$ cat src/rtl/conv_regs_pkg.sv
package conv_regs_pkg;

   // register indices; byte address is four times the index
   localparam logic [8:0] IDX_SREF_CTRL  = 9'h03a;
   localparam logic [8:0] IDX_FRM_OFS    = 9'h08c;
   localparam logic [8:0] IDX_DIV_RATIO  = 9'h0f8;
   localparam logic [8:0] IDX_RSVD_F9    = 9'h0f9;
   localparam logic [8:0] IDX_XFER       = 9'h0ff;
   localparam logic [8:0] IDX_IRQ_STAT   = 9'h100;
   localparam logic [8:0] IDX_IRQ_MASK   = 9'h101;
   localparam logic [8:0] IDX_DIG_CTRL   = 9'h105;
   localparam logic [8:0] IDX_CAL_CTRL   = 9'h10a;
   localparam logic [8:0] IDX_CAL_THR_A  = 9'h10d;
   localparam logic [8:0] IDX_CAL_THR_B  = 9'h10e;

   // reset values
   localparam logic [7:0] RST_ZERO       = 8'h00;
   localparam logic [7:0] RST_CAL_CTRL   = 8'h10;
   localparam logic [7:0] RST_CAL_THR_A  = 8'h3d;
   localparam logic [7:0] RST_CAL_THR_B  = 8'h14;
   localparam logic [7:0] RST_IRQ_MASK   = 8'h30;

   // field positions
   localparam int BIT_XFER      = 0;
   localparam int BIT_RATIO     = 0;
   localparam int BIT_SREF_CLR  = 6;
   localparam int BIT_CAL_EN    = 4;
   localparam int BIT_PLL       = 7;
   localparam int BIT_HOLD      = 3;
   localparam int BIT_SETUP     = 2;
   localparam int BIT_CLKERR    = 0;

   // implemented status bits and writable mask bits
   localparam logic [7:0] STAT_BITS      = 8'h8d;
   localparam logic [7:0] MASK_BITS      = 8'hbd;
   localparam logic [4:0] DIG_CTRL_BITS  = 5'h1f;

   // divided clock: divide by 4, half period 2 cycles
   localparam logic [1:0] DIV4_HALF      = 2'h1;
   localparam logic [7:0] FRAME_LAST     = 8'h07;

   // input pin order in the synchroniser vector
   localparam int PIN_LOCK   = 0;
   localparam int PIN_SREF   = 1;
   localparam int PIN_SETUP  = 2;
   localparam int PIN_HOLD   = 3;
   localparam int PIN_CLKF   = 4;
   localparam int NUM_PINS   = 5;

endpackage

$ cat src/rtl/converter_ctrl_irq_regs.sv
`timescale 1ns/1ps
`default_nettype none
module converter_ctrl_irq_regs #(
   parameter int FRAME_W = 8
) (
   // clock, reset, enable
   input  wire logic               CLK_SYS,
   input  wire logic               NRST,
   input  wire logic               CE,
   // apb slave
   input  wire logic               PSEL,
   input  wire logic               PENABLE,
   input  wire logic               PWRITE,
   input  wire logic [11:0]        PADDR,
   input  wire logic [31:0]        PWDATA,
   output logic                    PREADY,
   output logic [31:0]             PRDATA,
   output logic                    PSLVERR,
   // asynchronous status pins
   input  wire logic               PLL_LOCKED,
   input  wire logic               SYSREF,
   input  wire logic               SREF_SETUP_FAIL,
   input  wire logic               SREF_HOLD_FAIL,
   input  wire logic               CLK_FAULT,
   // block outputs
   output logic                    IRQ,
   output logic                    DIVIDED_CLOCK_OUTPUT,
   output logic [FRAME_W-1:0]      FRAME_PHASE,
   output logic                    CAL_THR_EN,
   output logic [7:0]              CAL_THR_A,
   output logic [7:0]              CAL_THR_B,
   output logic [4:0]              DIG_CTRL
);

   // shadow copies written by software
   logic [7:0]          frm_ofs;
   logic [7:0]          div_ratio;
   logic [7:0]          rsvd_f9;
   logic [7:0]          dig_ctrl;
   logic [7:0]          cal_ctrl;
   logic [7:0]          thr_a;
   logic [7:0]          thr_b;
   logic [7:0]          sref_ctrl;
   logic [7:0]          irq_mask;
   logic [7:0]          irq_stat;
   logic                xfer;
   // active copies used by the logic
   logic [7:0]          act_ofs;
   logic                act_ratio;
   // pin synchronisers
   logic [4:0]          s1;
   logic [4:0]          s2;
   logic [4:0]          s3;
   logic [4:0]          pin;
   logic                sref_prev;
   // divider
   logic [1:0]          div_cnt;
   // bus decode
   logic [8:0]          idx;
   logic                wr;
   logic                setup_ph;
   logic                sref_clr_seq;
   logic [7:0]          next_stat;
   logic [7:0]          w8;

   // resting levels of the pins: the lock pin idles high, the rest low;
   // the synchroniser starts there so a reset never fakes an unlock
   localparam logic [4:0] pin_rest = 5'(1 << conv_regs_pkg::PIN_LOCK);

   // true for indices that exist
   function automatic logic mapped(input logic [8:0] i);
      case (i)
         conv_regs_pkg::IDX_SREF_CTRL,
         conv_regs_pkg::IDX_FRM_OFS,
         conv_regs_pkg::IDX_DIV_RATIO,
         conv_regs_pkg::IDX_RSVD_F9,
         conv_regs_pkg::IDX_XFER,
         conv_regs_pkg::IDX_IRQ_STAT,
         conv_regs_pkg::IDX_IRQ_MASK,
         conv_regs_pkg::IDX_DIG_CTRL,
         conv_regs_pkg::IDX_CAL_CTRL,
         conv_regs_pkg::IDX_CAL_THR_A,
         conv_regs_pkg::IDX_CAL_THR_B: mapped = 1'b1;
         default: mapped = 1'b0;
      endcase
   endfunction

   assign idx = PADDR[10:2];
   assign setup_ph = PSEL && !PENABLE;
   assign wr = PSEL && PENABLE && PREADY && PWRITE;
   assign w8 = PWDATA[7:0];

   // bit 6 written from one back to zero clears the sysref flags
   // a write of one alone only arms the sequence
   assign sref_clr_seq = wr && (idx == conv_regs_pkg::IDX_SREF_CTRL)
                         && sref_ctrl[conv_regs_pkg::BIT_SREF_CLR]
                         && !w8[conv_regs_pkg::BIT_SREF_CLR];

   // three-stage synchroniser on every pin
   // stage one is read only by stage two
   always_ff @(posedge CLK_SYS or negedge NRST)
   begin
      if (!NRST)
      begin
         s1 <= pin_rest;
         s2 <= pin_rest;
         s3 <= pin_rest;
      end
      else if (CE)
      begin
         s1 <= {CLK_FAULT, SREF_HOLD_FAIL, SREF_SETUP_FAIL, SYSREF, PLL_LOCKED};
         s2 <= s1;
         s3 <= s2;
      end
   end

   // a pin change counts once stages two and three agree
   always_ff @(posedge CLK_SYS or negedge NRST)
   begin
      if (!NRST)
      begin
         pin <= pin_rest;
         sref_prev <= 1'b0;
      end
      else if (CE)
      begin
         for (int i = 0; i < conv_regs_pkg::NUM_PINS; i++)
         begin
            if (s2[i] == s3[i])
               pin[i] <= s3[i];
         end
         sref_prev <= pin[conv_regs_pkg::PIN_SREF];
      end
   end

   // apb handshake: one access cycle, answer registered
   // address bit 11 and the byte lanes are ignored; upper read data stays zero
   always_ff @(posedge CLK_SYS or negedge NRST)
   begin
      if (!NRST)
      begin
         PREADY <= 1'b0;
         PRDATA <= 32'h0000_0000;
         PSLVERR <= 1'b0;
      end
      else if (CE)
      begin
         PREADY <= setup_ph;
         PSLVERR <= setup_ph && !mapped(idx);
         PRDATA <= 32'h0000_0000;
         if (setup_ph && !PWRITE)
         begin
            case (idx)
               conv_regs_pkg::IDX_SREF_CTRL: PRDATA[7:0] <= sref_ctrl;
               conv_regs_pkg::IDX_FRM_OFS:   PRDATA[7:0] <= frm_ofs;
               conv_regs_pkg::IDX_DIV_RATIO: PRDATA[7:0] <= div_ratio;
               conv_regs_pkg::IDX_RSVD_F9:   PRDATA[7:0] <= rsvd_f9;
               conv_regs_pkg::IDX_XFER:      PRDATA[0] <= xfer;
               conv_regs_pkg::IDX_IRQ_STAT:  PRDATA[7:0] <= irq_stat;
               conv_regs_pkg::IDX_IRQ_MASK:  PRDATA[7:0] <= irq_mask;
               conv_regs_pkg::IDX_DIG_CTRL:  PRDATA[7:0] <= dig_ctrl;
               conv_regs_pkg::IDX_CAL_CTRL:  PRDATA[7:0] <= cal_ctrl;
               conv_regs_pkg::IDX_CAL_THR_A: PRDATA[7:0] <= thr_a;
               conv_regs_pkg::IDX_CAL_THR_B: PRDATA[7:0] <= thr_b;
               default:                      PRDATA <= 32'h0000_0000;
            endcase
         end
      end
   end

   // software-written shadow registers
   // read-only and unmapped indices fall to the default and change nothing
   always_ff @(posedge CLK_SYS or negedge NRST)
   begin
      if (!NRST)
      begin
         frm_ofs <= conv_regs_pkg::RST_ZERO;
         div_ratio <= conv_regs_pkg::RST_ZERO;
         rsvd_f9 <= conv_regs_pkg::RST_ZERO;
         dig_ctrl <= conv_regs_pkg::RST_ZERO;
         cal_ctrl <= conv_regs_pkg::RST_CAL_CTRL;
         thr_a <= conv_regs_pkg::RST_CAL_THR_A;
         thr_b <= conv_regs_pkg::RST_CAL_THR_B;
         sref_ctrl <= conv_regs_pkg::RST_ZERO;
         irq_mask <= conv_regs_pkg::RST_IRQ_MASK;
      end
      else if (CE && wr)
      begin
         case (idx)
            conv_regs_pkg::IDX_SREF_CTRL: sref_ctrl <= w8;
            conv_regs_pkg::IDX_FRM_OFS:   frm_ofs <= w8;
            conv_regs_pkg::IDX_DIV_RATIO: div_ratio <= w8;
            conv_regs_pkg::IDX_RSVD_F9:   rsvd_f9 <= w8;
            conv_regs_pkg::IDX_IRQ_MASK:  irq_mask <= w8 & conv_regs_pkg::MASK_BITS;
            conv_regs_pkg::IDX_DIG_CTRL:  dig_ctrl <= {3'h0, w8[4:0]};
            conv_regs_pkg::IDX_CAL_CTRL:  cal_ctrl <= w8 & conv_regs_pkg::RST_CAL_CTRL;
            conv_regs_pkg::IDX_CAL_THR_A: thr_a <= w8;
            conv_regs_pkg::IDX_CAL_THR_B: thr_b <= w8;
            default:                      sref_ctrl <= sref_ctrl;
         endcase
      end
   end

   // transfer strobe: set by a write of one, cleared by the copy
   // a new write of one in the copy cycle arms it again, so no request is lost
   always_ff @(posedge CLK_SYS or negedge NRST)
   begin
      if (!NRST)
         xfer <= 1'b0;
      else if (CE)
      begin
         if (wr && idx == conv_regs_pkg::IDX_XFER && w8[conv_regs_pkg::BIT_XFER])
            xfer <= 1'b1;
         else if (xfer)
            xfer <= 1'b0;
      end
   end

   // shadow to active copy; outputs move together so the
   // analogue side never sees a half-updated set
   always_ff @(posedge CLK_SYS or negedge NRST)
   begin
      if (!NRST)
      begin
         act_ofs <= conv_regs_pkg::RST_ZERO;
         act_ratio <= 1'b0;
         CAL_THR_EN <= conv_regs_pkg::RST_CAL_CTRL[conv_regs_pkg::BIT_CAL_EN];
         CAL_THR_A <= conv_regs_pkg::RST_CAL_THR_A;
         CAL_THR_B <= conv_regs_pkg::RST_CAL_THR_B;
         DIG_CTRL <= 5'h00;
      end
      else if (CE && xfer)
      begin
         act_ofs <= frm_ofs;
         act_ratio <= div_ratio[conv_regs_pkg::BIT_RATIO];
         CAL_THR_EN <= cal_ctrl[conv_regs_pkg::BIT_CAL_EN];
         CAL_THR_A <= thr_a;
         CAL_THR_B <= thr_b;
         DIG_CTRL <= dig_ctrl[4:0] & conv_regs_pkg::DIG_CTRL_BITS;
      end
   end

   // frame phase counter, reloaded on each sysref rising edge;
   // offsets above seven are not valid and still load as written
   always_ff @(posedge CLK_SYS or negedge NRST)
   begin
      if (!NRST)
         FRAME_PHASE <= '0;
      else if (CE)
      begin
         if (pin[conv_regs_pkg::PIN_SREF] && !sref_prev)
            FRAME_PHASE <= FRAME_W'(act_ofs);
         else if (FRAME_PHASE >= FRAME_W'(conv_regs_pkg::FRAME_LAST))
            FRAME_PHASE <= '0;
         else
            FRAME_PHASE <= FRAME_PHASE + FRAME_W'(1);
      end
   end

   // divide-by-4 clock; ratio one is unsupported and holds the output low
   // leaving the unsupported ratio restarts the count from zero
   always_ff @(posedge CLK_SYS or negedge NRST)
   begin
      if (!NRST)
      begin
         div_cnt <= 2'h0;
         DIVIDED_CLOCK_OUTPUT <= 1'b0;
      end
      else if (CE)
      begin
         if (act_ratio)
         begin
            div_cnt <= 2'h0;
            DIVIDED_CLOCK_OUTPUT <= 1'b0;
         end
         else if (div_cnt == conv_regs_pkg::DIV4_HALF)
         begin
            div_cnt <= 2'h0;
            DIVIDED_CLOCK_OUTPUT <= !DIVIDED_CLOCK_OUTPUT;
         end
         else
            div_cnt <= div_cnt + 2'h1;
      end
   end

   // status flags: events set, w1c clears, set wins over clear
   // a pin still at its fault level (lock low, the others high) keeps its flag through any clear
   always_comb
   begin
      next_stat = irq_stat;
      if (wr && idx == conv_regs_pkg::IDX_IRQ_STAT)
         next_stat = next_stat & ~(w8 & conv_regs_pkg::STAT_BITS);
      // clock error survives everything but reset
      next_stat[conv_regs_pkg::BIT_CLKERR] = irq_stat[conv_regs_pkg::BIT_CLKERR];
      if (sref_clr_seq)
      begin
         next_stat[conv_regs_pkg::BIT_HOLD] = 1'b0;
         next_stat[conv_regs_pkg::BIT_SETUP] = 1'b0;
      end
      if (!pin[conv_regs_pkg::PIN_LOCK])
         next_stat[conv_regs_pkg::BIT_PLL] = 1'b1;
      if (pin[conv_regs_pkg::PIN_HOLD])
         next_stat[conv_regs_pkg::BIT_HOLD] = 1'b1;
      if (pin[conv_regs_pkg::PIN_SETUP])
         next_stat[conv_regs_pkg::BIT_SETUP] = 1'b1;
      if (pin[conv_regs_pkg::PIN_CLKF])
         next_stat[conv_regs_pkg::BIT_CLKERR] = 1'b1;
   end

   // status register; a low enable holds every flag
   always_ff @(posedge CLK_SYS or negedge NRST)
   begin
      if (!NRST)
         irq_stat <= conv_regs_pkg::RST_ZERO;
      else if (CE)
         irq_stat <= next_stat;
   end

   // interrupt line: any flag whose mask bit is zero
   // built from next_stat so the line rises in the same cycle as the flag
   always_ff @(posedge CLK_SYS or negedge NRST)
   begin
      if (!NRST)
         IRQ <= 1'b0;
      else if (CE)
         IRQ <= |(next_stat & ~irq_mask & conv_regs_pkg::STAT_BITS);
   end

endmodule
`default_nettype wire

$ cat config.mk
export PLATFORM = sky130hd
export DESIGN_NAME = converter_ctrl_irq_regs
export DESIGN_NICKNAME = d
export VERILOG_FILES = /design/src/rtl/conv_regs_pkg.sv /design/src/rtl/converter_ctrl_irq_regs.sv
export SDC_FILE = /design/constraint.sdc
export NUM_CORES = 1
export LEC_CHECK = 0
export ABC_AREA = 0
export BUFFER_PORTS_ARGS = -buffer_cell sky130_fd_sc_hd__buf_2
export CORE_MARGIN = 4
export CORE_UTILIZATION = 54
export CTS_CLUSTER_DIAMETER = 150
export DETAILED_ROUTE_END_ITERATION = 12
export GPL_TIMING_DRIVEN = 0
export PLACE_DENSITY = 0.78
export SKIP_CTS_REPAIR_TIMING = 1
export SLEW_MARGIN = 10
export SYNTH_ARGS = -nofsm -noshare
export SYNTH_HDL_FRONTEND = slang
export SYNTH_SLANG_ARGS = --single-unit
export TNS_END_PERCENT = 1
$ cat constraint.sdc
create_clock -name CLK_SYS -period 1.8 [get_ports CLK_SYS]
set_input_delay 0.18 -clock CLK_SYS [delete_from_list [all_inputs] [get_ports CLK_SYS]]
set_output_delay 0.18 -clock CLK_SYS [all_outputs]
set_load 0.01 [all_outputs]
# Word level (Yosys, flattened, before mapping)
# Cells that the tools add are included.
# totals
ff_bits	167
inputBits	55
output_inout_bits	66
word_cells	114
# op_classes
addsub	2
n_lt_le_gt_ge	1
n_eq_ne	17
mux	18
bitwise	4
reduce_logical	39
# ops
operator	n
$pmux W7 S10	1
$eq A9 B9 Y1 const B	6
$eq A9 B8 Y1 const B	4
$mux W8	4
$reduce_and A2 Y1	15
$and A8 B8 Y8	2
$not A8 Y8	2
$logic_and A1 B1 Y1	15
$reduce_or A11 Y1	1
$pmux W1 S10	1
$eq A9 B6 Y1 const B	1
$mux W1	9
$add A8 B1 Y8 const B	1
$ge A8 B3 Y1 const B	1
$logic_not A1 Y1	6
$mux W2	3
$eq A1 B1 Y1	5
$reduce_or A4 Y1	1
$add A2 B1 Y2 const B	1
$eq A2 B1 Y1 const B	1
$reduce_bool A2 Y1	1

# Depth between registers and ports, before layout
# Gate-level depths: netlist of run 1.
# depth
depth_word	10
mapped_depth	8
depth_no_buf	6

# Least setup slack after synthesis of run 1
# No wires, ideal clock.
# synth_path
path_type	flip-flop to flip-flop
start	register PREADY
end	register rsvd_f9[0]
arrival_ns	1.635
required_ns	1.675
path_slack_ns	0.040
path_stages_with_launch	7
path_buffers	1
path_cell_list	dfrtp_1 -> and4_1 -> buf_2 -> nand2_2 -> nor2_1 -> nand2_1 -> mux2_2
# synth_via
elab_chain_cells	4
# synth_rtl
item	line_no	rtl
start, declared	converter_ctrl_irq_regs.sv:16	output logic PREADY,
start signal, assigned	converter_ctrl_irq_regs.sv:148	PREADY <= setup_ph;
$logic_and A1 B1 Y1 (2 in series)	converter_ctrl_irq_regs.sv:90	assign wr = PSEL && PENABLE && PREADY && PWRITE;
$logic_and A1 B1 Y1	converter_ctrl_irq_regs.sv:187	else if (CE && wr)
$reduce_and A2 Y1 (no line)	--	
end signal, assigned	converter_ctrl_irq_regs.sv:179	rsvd_f9 <= conv_regs_pkg::RST_ZERO;
end signal, assigned	converter_ctrl_irq_regs.sv:193	conv_regs_pkg::IDX_RSVD_F9: rsvd_f9 <= w8;
end, declared	converter_ctrl_irq_regs.sv:38	logic [7:0] rsvd_f9;
# No other way between the ends.
# A chain may end at the register's enable or synchronous reset.

# Worst setup path after layout of run 1
# layout_path
start	register PREADY
end	register dig_ctrl[4]
# layout_via
elab_chain_cells	4
# layout_rtl
item	line_no	rtl
$logic_and A1 B1 Y1 (2 in series)	converter_ctrl_irq_regs.sv:90	
$logic_and A1 B1 Y1	converter_ctrl_irq_regs.sv:187	
$reduce_and A2 Y1 (no line)	--	
end signal, assigned	converter_ctrl_irq_regs.sv:180	dig_ctrl <= conv_regs_pkg::RST_ZERO;
end signal, assigned	converter_ctrl_irq_regs.sv:195	conv_regs_pkg::IDX_DIG_CTRL: dig_ctrl <= {3'h0, w8[4:0]};
end, declared	converter_ctrl_irq_regs.sv:39	logic [7:0] dig_ctrl;
# No other way between the ends.

==> metrics.yaml, run 1 <==
floorplanning:
  dieArea_um2: 13900
  rows: 39
  die_w_um: 118
  die_y_um: 118
  ios: 121
  start_util_pct: 56.0
  core-area_um2: 11600
routing:
  dr_total_vias: 4807
  postRouteAntennaNets: 0
  via_per_inst: 5.97
  drt_iter0_drc: 441
  wire_per_inst_um: 20.9
  drtPass1Iterations: 5
  drt_wl_total_um: 16800
  drc: 0
clocking:
  clock_sinks: 139
  tritoncts: "yes"
  clockBufferDepth: 2
  cts.clk_slew.worst_paths_ps: 60
  cts_root_buffer: "clkbuf_16"
  clock_latency_ps: 420
  cts_buffers: 17
  cts_htree_levels: 4
setup_path:
  arrival_ps: 2120
  rrSetupSlack_ps: -20
  endpoint_kind: "flop"
  crit_required_ps: 2100
  cpPeakStageDelay_ps: 390
  crit_slowest_cell: "dfrtp_1"
  worstPathBufferInverterCount: 2
  cp_max_fo: 10
  worstSetupStartpointType: "flop"
  cp_cell_sequence: "and4_4, buf_8, nand2_8, nor4_4, buf_6, mux2_2"
  crit_family: "simple AND/OR/NAND/NOR gates"
  crit_type: "reg -> reg"
flow_run:
  maxCapViolations: 0
timing:
  final_max_slew_viol_count: 0
  post-route-period-util_pct: 101
  postLayoutSetupSlackWorst_ps: -23.4
  hold_viol: 0
  tns_ps: -50.4
  whs_ps: 3.34
  rsz0062_at_grt: "true"
  finalSetupViolCount: 3
  slew_headroom_pct: 40.9
  max_freq_mhz: 548
  skew_ps: 7.66
  finalCriticalPeriod_ps: 1820
  worstMarginPinSlew_ps: 887
logic_synthesis:
  synth_edf_count: 0
  syn_inst: 530
  ys_seq_area_share_pct: 53.9
  synth_ff_type: "dfrtp_1"
  syn-mean-instance-area_um2: 12.3
  synth.distinct_cells: 62
  synth_warnings: 0
  syn-cell-area_um2: 6500
  async_flop_share_pct: 100
  synth-seq-cells: 139
global_routing:
  grt_pass1_wl_um: 26300
  use_met1_pct: 32.9
  grt-ovfl-total: 0
  grtUsageMet3_pct: 7.26
  grt_max_degree: 78
  grt_usage_pct: 24.4
  use_met2_pct: 38.2
  top_usage_layer: "met2"
  antenna_found_initial: 1
  grt_pass1_vias: 4828
final_layout:
  synthToLayoutAreaGrowth_pct: 21.8
  nets: 704
  utilization_pct: 68.2
  drive_gt1_share_pct: 43.6
  fin_cells: 805
  final_cell_area_um2: 7920
hold_path:
  hp-class: "in -> reg"
placed_design:
  placed_area_um2: 7130
  globalplace.congestion: 0.919
  dp_slack_ps: -408
  placedCellCount: 763
  detailed_place_hpwl_um: 11700
  io_buffer_count: 66
power_and_ir_drop:
  ir_drop_uv: 604
  power_density_nw_per_um2: 988
  p_leak_nw: 3.84
  power.total_mw: 7.82
run_status:
  violations: "negative setup slack"
  status: "finished, violations left"
## final timing paths
path                                start           to  depth (start not counted)
max in group asynchronous            NRST     thr_a[5]                          3
worst max-delay path               PREADY  dig_ctrl[4]                          6
worst max register to register     PREADY  dig_ctrl[4]                          6
worst min-delay path            CLK_FAULT        s1[4]                          2
min in group asynchronous            NRST        s2[3]                          2
worst min register to register      s3[0]        s3[0]                          2
## kinds of logic (layout without fill, tap and decap cells)
logic type | Yosys count | in the layout | synth area share (%)
AO/OA/AOI/OAI | 95 | 95 | 9.70
buffers and inverters | 65 | 173 | 5.91
AND/OR/NAND/NOR | 117 | 117 | 11.0
flip-flops | 139 | 139 | 53.9
multiplexers | 112 | 112 | 19.2
adder cells (fa/ha/maj) | 1 | 1 | 0.192
other | 1 | 25 | 0.0577
## synth_stat cells (3+ instances only)
cell type | instances | area share [%]
dfrtp_1 | 117 | 45
dfstp_2 | 22 | 8.9
inv_1 | 14 | 0.81
buf_1 | 4 | 0.23
buf_6 | 4 | 0.69
clkbuf_1 | 7 | 0.40
and3_1 | 7 | 0.67
o2bb2ai_1 | 15 | 2.0
mux2i_1 | 9 | 1.4
nor3_4 | 3 | 0.75
nor2_1 | 16 | 0.92
nand2_2 | 3 | 0.29
a211oi_1 | 4 | 0.46
mux2_2 | 103 | 18
nor3_1 | 5 | 0.38
o22ai_1 | 3 | 0.29
nor2b_1 | 5 | 0.48
o21ai_0 | 25 | 1.9
buf_4 | 26 | 3.0
nand2_1 | 23 | 1.3
nand4_1 | 4 | 0.38
nand3_1 | 28 | 2.2
a21oi_1 | 23 | 1.8
a22oi_1 | 3 | 0.35
buf_2 | 9 | 0.69
## routing by layer
| metal | share of wire [%] | vias up |
|---|---|---|
| met3 | 6.7 | 34 |
| met2 | 48 | 216 |
| li1 | - | 2132 |
| met5 | 0 | - |
| met4 | 2.0 | 0 |
| met1 | 43 | 2425 |
## final cells by class
class,count,area (um2)
repair buffers,76,470
multi-input cells,349,2730
diodes,1,2.50
well taps,143,179
fillers,882,3700
flip-flops and latches,139,3510
clock buffers,23,498
clock inverters,9,135
plain buffers,51,342
inverters,14,52.6
## layout by cell type (no fill, tap or decap), types with 14 or more instances in the layout
master | netlist | layout
buf_2 | 9 | 73
clkbuf_16 | 0 | 17
o2bb2ai_1 | 15 | 15
dfstp_2 | 22 | 22
inv_1 | 14 | 14
nor2_1 | 16 | 15
nand3_1 | 28 | 28
a21oi_1 | 23 | 23
dfrtp_1 | 117 | 117
o21ai_0 | 25 | 25
mux2_2 | 103 | 101
nand2_1 | 23 | 22
buf_4 | 26 | 28
conb_1 | 1 | 24
## flip-flops by register name, summed over array words and instances, names as in the netlist, 6 cells and up
| signal | count |
|---|---|
| div_ratio | 8 |
| CAL_THR_B | 8 |
| rsvd_f9 | 8 |
| irq_mask | 6 |
| CAL_THR_A | 8 |
| thr_a | 8 |
| FRAME_PHASE | 8 |
| PRDATA | 8 |
| thr_b | 8 |
| act_ofs | 8 |
| frm_ofs | 8 |
| sref_ctrl | 8 |
## worst register-to-register path, stage by stage (launching register included)
cell and delay [ps]:
dfrtp_1 390, and4_4 240, buf_8 150, nand2_8 110, nor4_4 280, buf_6 190
mux2_2 350
## power by group
group	internal (mW)	switching [mW]
sequential	3.30	0.145
clock	2.37	1.31
combinational	0.269	0.436
(Power assumes the default switching activity.)
==> run 2: changes to the inputs <==
CORE_MARGIN = 2   (was 4)
SKIP_CTS_REPAIR_TIMING = unset   (was 1)
==> run 2 against run 1 <==
The flow now finishes without violations; highest routed layer unchanged; non-clock buffer count increased by 6; utilization decreased by 0.95 points; clock-buffer cell count decreased by 1; sequential cell count unchanged; critical path type unchanged.
==> metrics.yaml, run 2 (synthesis gave the netlist of run 1 again) <==
floorplanning:
  die_w_um: 114  # was 118 um
  rows: 40  # was 39
  ios: 121  # unchanged
  die_y_um: 114  # was 118 um
  start_util_pct: 54.8  # was 56.0%
  core-area_um2: 11900  # was 11,600 um2
  dieArea_um2: 12900  # was 13,900 um2
clocking:
  clock_latency_ps: 420  # about the same
  cts_htree_levels: 4  # unchanged
  tritoncts: "yes"  # unchanged
  clock_sinks: 139  # unchanged
  cts_root_buffer: "clkbuf_16"  # unchanged
  clockBufferDepth: 2  # unchanged
  cts.clk_slew.worst_paths_ps: 60  # about the same
  cts_buffers: 17  # unchanged
routing:
  via_per_inst: 5.85  # was 5.97
  drtPass1Iterations: 6  # was 5
  drt_wl_total_um: 16500  # was 16,800 um
  drt_iter0_drc: 407  # was 441
  drc: 0  # unchanged
  postRouteAntennaNets: 0  # unchanged
  dr_total_vias: 4763  # was 4,807
  wire_per_inst_um: 20.3  # was 20.9 um
timing:
  finalCriticalPeriod_ps: 1730  # was 1820 ps
  max_freq_mhz: 577  # was 548 MHz
  hold_viol: 0  # unchanged
  whs_ps: 127  # was 3.34 ps
  post-route-period-util_pct: 96.3  # was 101%
  finalSetupViolCount: 0  # was 3
  worstMarginPinSlew_ps: 670  # was 887 ps
  skew_ps: 6.36  # was 7.66 ps
  postLayoutSetupSlackWorst_ps: 67.0  # was -23.4 ps
  slew_headroom_pct: 55.3  # was 40.9%
  final_max_slew_viol_count: 0  # unchanged
  tns_ps: 0  # was -50.4 ps
  rsz0062_at_grt: "false"  # was true
global_routing:
  antenna_found_initial: 0  # was 1
  grt_usage_pct: 26.9  # was 24.4%
  grt_pass1_vias: 4740  # was 4,828
  grt-ovfl-total: 0  # unchanged
  grt_max_degree: 72  # was 78
  grt_pass1_wl_um: 25800  # was 26,300 um
setup_path:
  crit_required_ps: 2100  # about the same
  worstSetupStartpointType: "flop"  # unchanged
  rrSetupSlack_ps: 70  # was -20 ps
  crit_type: "reg -> reg"  # unchanged
  endpoint_kind: "flop"  # unchanged
  arrival_ps: 2040  # was 2120 ps
  cp_max_fo: 10  # unchanged
placed_design:
  placedCellCount: 767  # was 763
  io_buffer_count: 66  # unchanged
  dp_slack_ps: -350  # was -408 ps
  detailed_place_hpwl_um: 11600  # was 11,700 um
  globalplace.congestion: 0.921  # was 0.919
  placed_area_um2: 7130  # about the same
final_layout:
  multi_input_area_um2: 2720  # was 2730 um2
  final_cell_mix: "dfrtp_1 (117), mux2_2 (103), buf_2 (73)"  # was dfrtp_1 (117), mux2_2 (101), buf_2 (73)
  utilization_pct: 67.2  # was 68.2%
  synthToLayoutAreaGrowth_pct: 22.7  # was 21.8%
  num_antenna_cells: 0  # was 1
  drive_gt1_share_pct: 43.5  # was 43.6%
  final_cell_area_um2: 7970  # was 7920 um2
  nets: 710  # was 704
  nFillCells: 862  # was 882
  fin_cells: 814  # was 805
  layout_commonest_cell: "dfrtp_1"  # unchanged
  regArea_um2: 3510  # unchanged
flow_run:
  maxCapViolations: 0  # unchanged
power_and_ir_drop:
  p_leak_nw: 3.88  # was 3.84 nW
  power.total_mw: 8.06  # was 7.82 mW
  power_density_nw_per_um2: 1010  # was 988 nW/um2
  ir_drop_uv: 810  # was 604 uV
hold_path:
  hp-class: "in -> reg"  # unchanged
run_status:
  status: "completed"  # was finished, violations left
-- run 2: cell count changes in the layout (fill, tap and decap cells not counted), moves of 2 or more --
cell | before | now
mux2_4 | 2 | 0
mux2_2 | 101 | 103
buf_4 | 28 | 34
dlygate4sd3_1 | 4 | 6
bufinv_16 | 3 | 5
-- run 2: final cells by class --
type | count | area share (%)
Sequential cell | 139 | 44.0
Multi-Input combinational cell | 349 | 34.1
Timing Repair Buffer | 82 | 6.32
Clock buffer | 22 | 6.07
Buffer | 51 | 4.25
Clock inverter | 10 | 2.34
Tap cell | 147 | 2.31
Inverter | 14 | 0.659
-- run 2: layer usage --
metal | global-route usage [%] | share of wire (%)
met1 | 36.3 | 44
met2 | 42.6 | 48
met3 | 6.22 | 6.2
met4 | 10.3 | 2.1
met5 | 0 | 0
-- run 2: what timing repair did --
item                                    in CTS  in global routing
hold buffers                                 6                  0
setup buffers                                9                  0
gates resized for setup                      5                  4
hold endpoints to repair                    59                  0
endpoints found under the setup margin      50                 27
pin swaps                                    4                  2
-- run 2: worst paths after layout --
kind,cells past startpoint,endpoint,start
min in group asynchronous,2,s3[2],NRST
hold / removal,2,thr_a[1],PWDATA[1]
max in group asynchronous,3,thr_a[0],NRST
setup / recovery,6,rsvd_f9[5],PREADY
hold reg to reg,2,s3[0],s3[0]
setup reg to reg,6,rsvd_f9[5],PREADY
-- run 2: power by group --
group / leakage (nW) / switching [mW] / internal, mW
Clock: 0.319 / 1.32 / 2.60
Sequential: 1.77 / 0.143 / 3.30
Combinational: 1.79 / 0.424 / 0.273
Total: 3.88 / 1.89 / 6.18
-- run 2: critical path: stages, from the launching register on --
cell     delay (ps)
dfrtp_1         380
and4_1          210
buf_6           150
nand2_8         160
nor2_1           60
nand2_1         270
mux2_2          380
==> run 3: changes to the inputs <==
CORE_ASPECT_RATIO = 1.4   (was unset)
HOLD_SLACK_MARGIN = 0.02   (was unset)
clock period = 2.2 ns   (was 1.8 ns; I/O delays follow)
==> run 3 against run 2 <==
Critical path type unchanged; first-iteration DRC count is 29% lower; register-to-register slack better by 60 ps; utilization is 1.4 points lower; via count is 2.8% lower; global-route usage is 0.72 points lower; clock skew hardly changed; sequential cell count stayed put; total power is 23% lower; largest power group unchanged; wire length is 1.5% lower; fmax is 16% lower; cell count is 1.6% lower.
==> metrics.yaml, run 3 (synthesis gave the netlist of run 1 again) <==
floorplanning:
  ios: 121  # unchanged
  core-area_um2: 11800  # was 11,900 um2
  rows: 47  # was 40
  die_w_um: 96.7  # was 114 um
  start_util_pct: 55.3  # was 54.8%
  dieArea_um2: 12900  # about the same
  die_y_um: 134  # was 114 um
routing:
  drc: 0  # unchanged
  drtPass1Iterations: 5  # was 6
  dr_total_vias: 4632  # was 4,763
  drt_wl_total_um: 16200  # was 16,500 um
  wire_per_inst_um: 20.3  # about the same
  postRouteAntennaNets: 0  # unchanged
  drt_iter0_drc: 289  # was 407
  via_per_inst: 5.78  # was 5.85
hold_path:
  hp-class: "in -> reg"  # unchanged
clocking:
  clockBufferDepth: 2  # unchanged
  clock_sinks: 139  # unchanged
  tritoncts: "yes"  # unchanged
  postCtsSetupBuffers: 0  # was 9
  cts.clk_slew.worst_paths_ps: 60  # about the same
  cts_buffers: 17  # unchanged
  cts_htree_levels: 4  # unchanged
  cts_root_buffer: "clkbuf_16"  # unchanged
  clock_latency_ps: 410  # was 420 ps
final_layout:
  synthToLayoutAreaGrowth_pct: 19.1  # was 22.7%
  layout_commonest_cell: "dfrtp_1"  # unchanged
  nets: 697  # was 710
  final_cell_mix: "dfrtp_1 (117), mux2_2 (103), buf_2 (74)"  # was dfrtp_1 (117), mux2_2 (103), buf_2 (73)
  num_antenna_cells: 0  # unchanged
  utilization_pct: 65.8  # was 67.2%
  drive_gt1_share_pct: 42.5  # was 43.5%
  nFillCells: 899  # was 862
power_and_ir_drop:
  power_density_nw_per_um2: 803  # was 1010 nW/um2
  power.total_mw: 6.21  # was 8.06 mW
  ir_drop_uv: 560  # was 810 uV
  p_leak_nw: 3.78  # was 3.88 nW
setup_path:
  cp_max_fo: 10  # unchanged
  arrival_ps: 2360  # was 2040 ps
  crit_required_ps: 2490  # was 2100 ps
  endpoint_kind: "flop"  # unchanged
  worstSetupStartpointType: "flop"  # unchanged
  crit_type: "reg -> reg"  # unchanged
placed_design:
  io_buffer_count: 66  # unchanged
  globalplace.congestion: 0.904  # was 0.921
  detailed_place_hpwl_um: 11800  # was 11,600 um
global_routing:
  grt_pass1_vias: 4848  # was 4,740
  grt_pass1_wl_um: 26200  # was 25,800 um
  grt_usage_pct: 26.1  # was 26.9%
  antenna_found_initial: 0  # unchanged
  grt-ovfl-total: 0  # unchanged
  grt_max_degree: 72  # unchanged
flow_run:
  maxCapViolations: 0  # unchanged
run_status:
  status: "completed"  # unchanged
timing:
  finalCriticalPeriod_ps: 2070  # was 1730 ps
  final_max_slew_viol_count: 0  # unchanged
  hold_viol: 0  # unchanged
  rsz0062_at_grt: "false"  # unchanged
  slew_headroom_pct: 44.7  # was 55.3%
  max_freq_mhz: 483  # was 577 MHz
  post-route-period-util_pct: 94.1  # was 96.3%
  finalSetupViolCount: 0  # unchanged
  worstMarginPinSlew_ps: 829  # was 670 ps
  skew_ps: 6.85  # was 6.36 ps
run 3: changes by cell type in the layout (fill, tap and decap cells not counted), sizes merged:
cell / change
buf: -9
clkinv: +6
dlygate4sd3: -4
clkbuf: -3
bufinv: -2
clkinvlp: -1
run 3: stage by stage:
stage               std cells  cell area (um2)  hold WS [ps]  worst slack [ps]  TNS (ps)
floorplan                 553             6590         -75.6               440         0
global placement          766             7100           452              -821    -96700
detailed placement        767             7130           265              63.2         0
CTS                       801             7740          22.2               131         0
global route              801             7740          21.1              36.0         0
finish                    801             7740          34.7               129         0
run 3: routing by layer:
layer | vias to the layer above | track usage [%] | share of wire, %
met4 | 0 | 11.8 | 4.0
met3 | 32 | 5.21 | 4.8
li1 | 2113 | - | -
met2 | 159 | 46.5 | 53
met5 | - | 0 | 0
met1 | 2328 | 30.5 | 38
run 3: critical path, cell delays in order, from the launching register on:
cell and delay, ps:
dfrtp_1 350, and4_1 180, buf_2 220, nand2_2 260, nor4_4 520, mux2_2 410
run 3: final timing paths:
path                            from  cells past startpoint              endpoint  slack, ps
min                        CLK_FAULT                      2                 s1[4]         30
min reg2reg                act_ratio                      1  DIVIDED_CLOCK_OUTPUT        460
max                           PREADY                      5           dig_ctrl[3]        130
min in group asynchronous       NRST                      2          CAL_THR_B[7]        400
max in group asynchronous       NRST                      3          CAL_THR_B[2]       1010
max reg2reg                   PREADY                      5           dig_ctrl[3]        130
run 3: final cells by class:
class                      count  area [um2]  share of cell area (%)
timing repair buffer          69         384                    4.96
buffer                        51         332                    4.28
multi-input combinational    349        2700                    34.8
clock buffer                  19         433                    5.59
clock inverter                13         153                    1.97
tap                          147         184                    2.38
inverter                      14        52.6                   0.679
sequential                   139        3510                    45.3
run 3: repair_timing:
item | 4_1_cts | 5_1_grt
hold buffers | 2 | 0
endpoints found under the hold margin | 57 | 0
gates resized for setup | 0 | 0
run 3: where the power goes:
| group | total (mW) | internal, mW | switching [mW] | leakage (nW) |
|---|---|---|---|---|
| Sequential | 2.81 | 2.70 | 0.110 | 1.77 |
| Combinational | 0.556 | 0.217 | 0.339 | 1.72 |
| Clock | 2.85 | 1.77 | 1.08 | 0.286 |
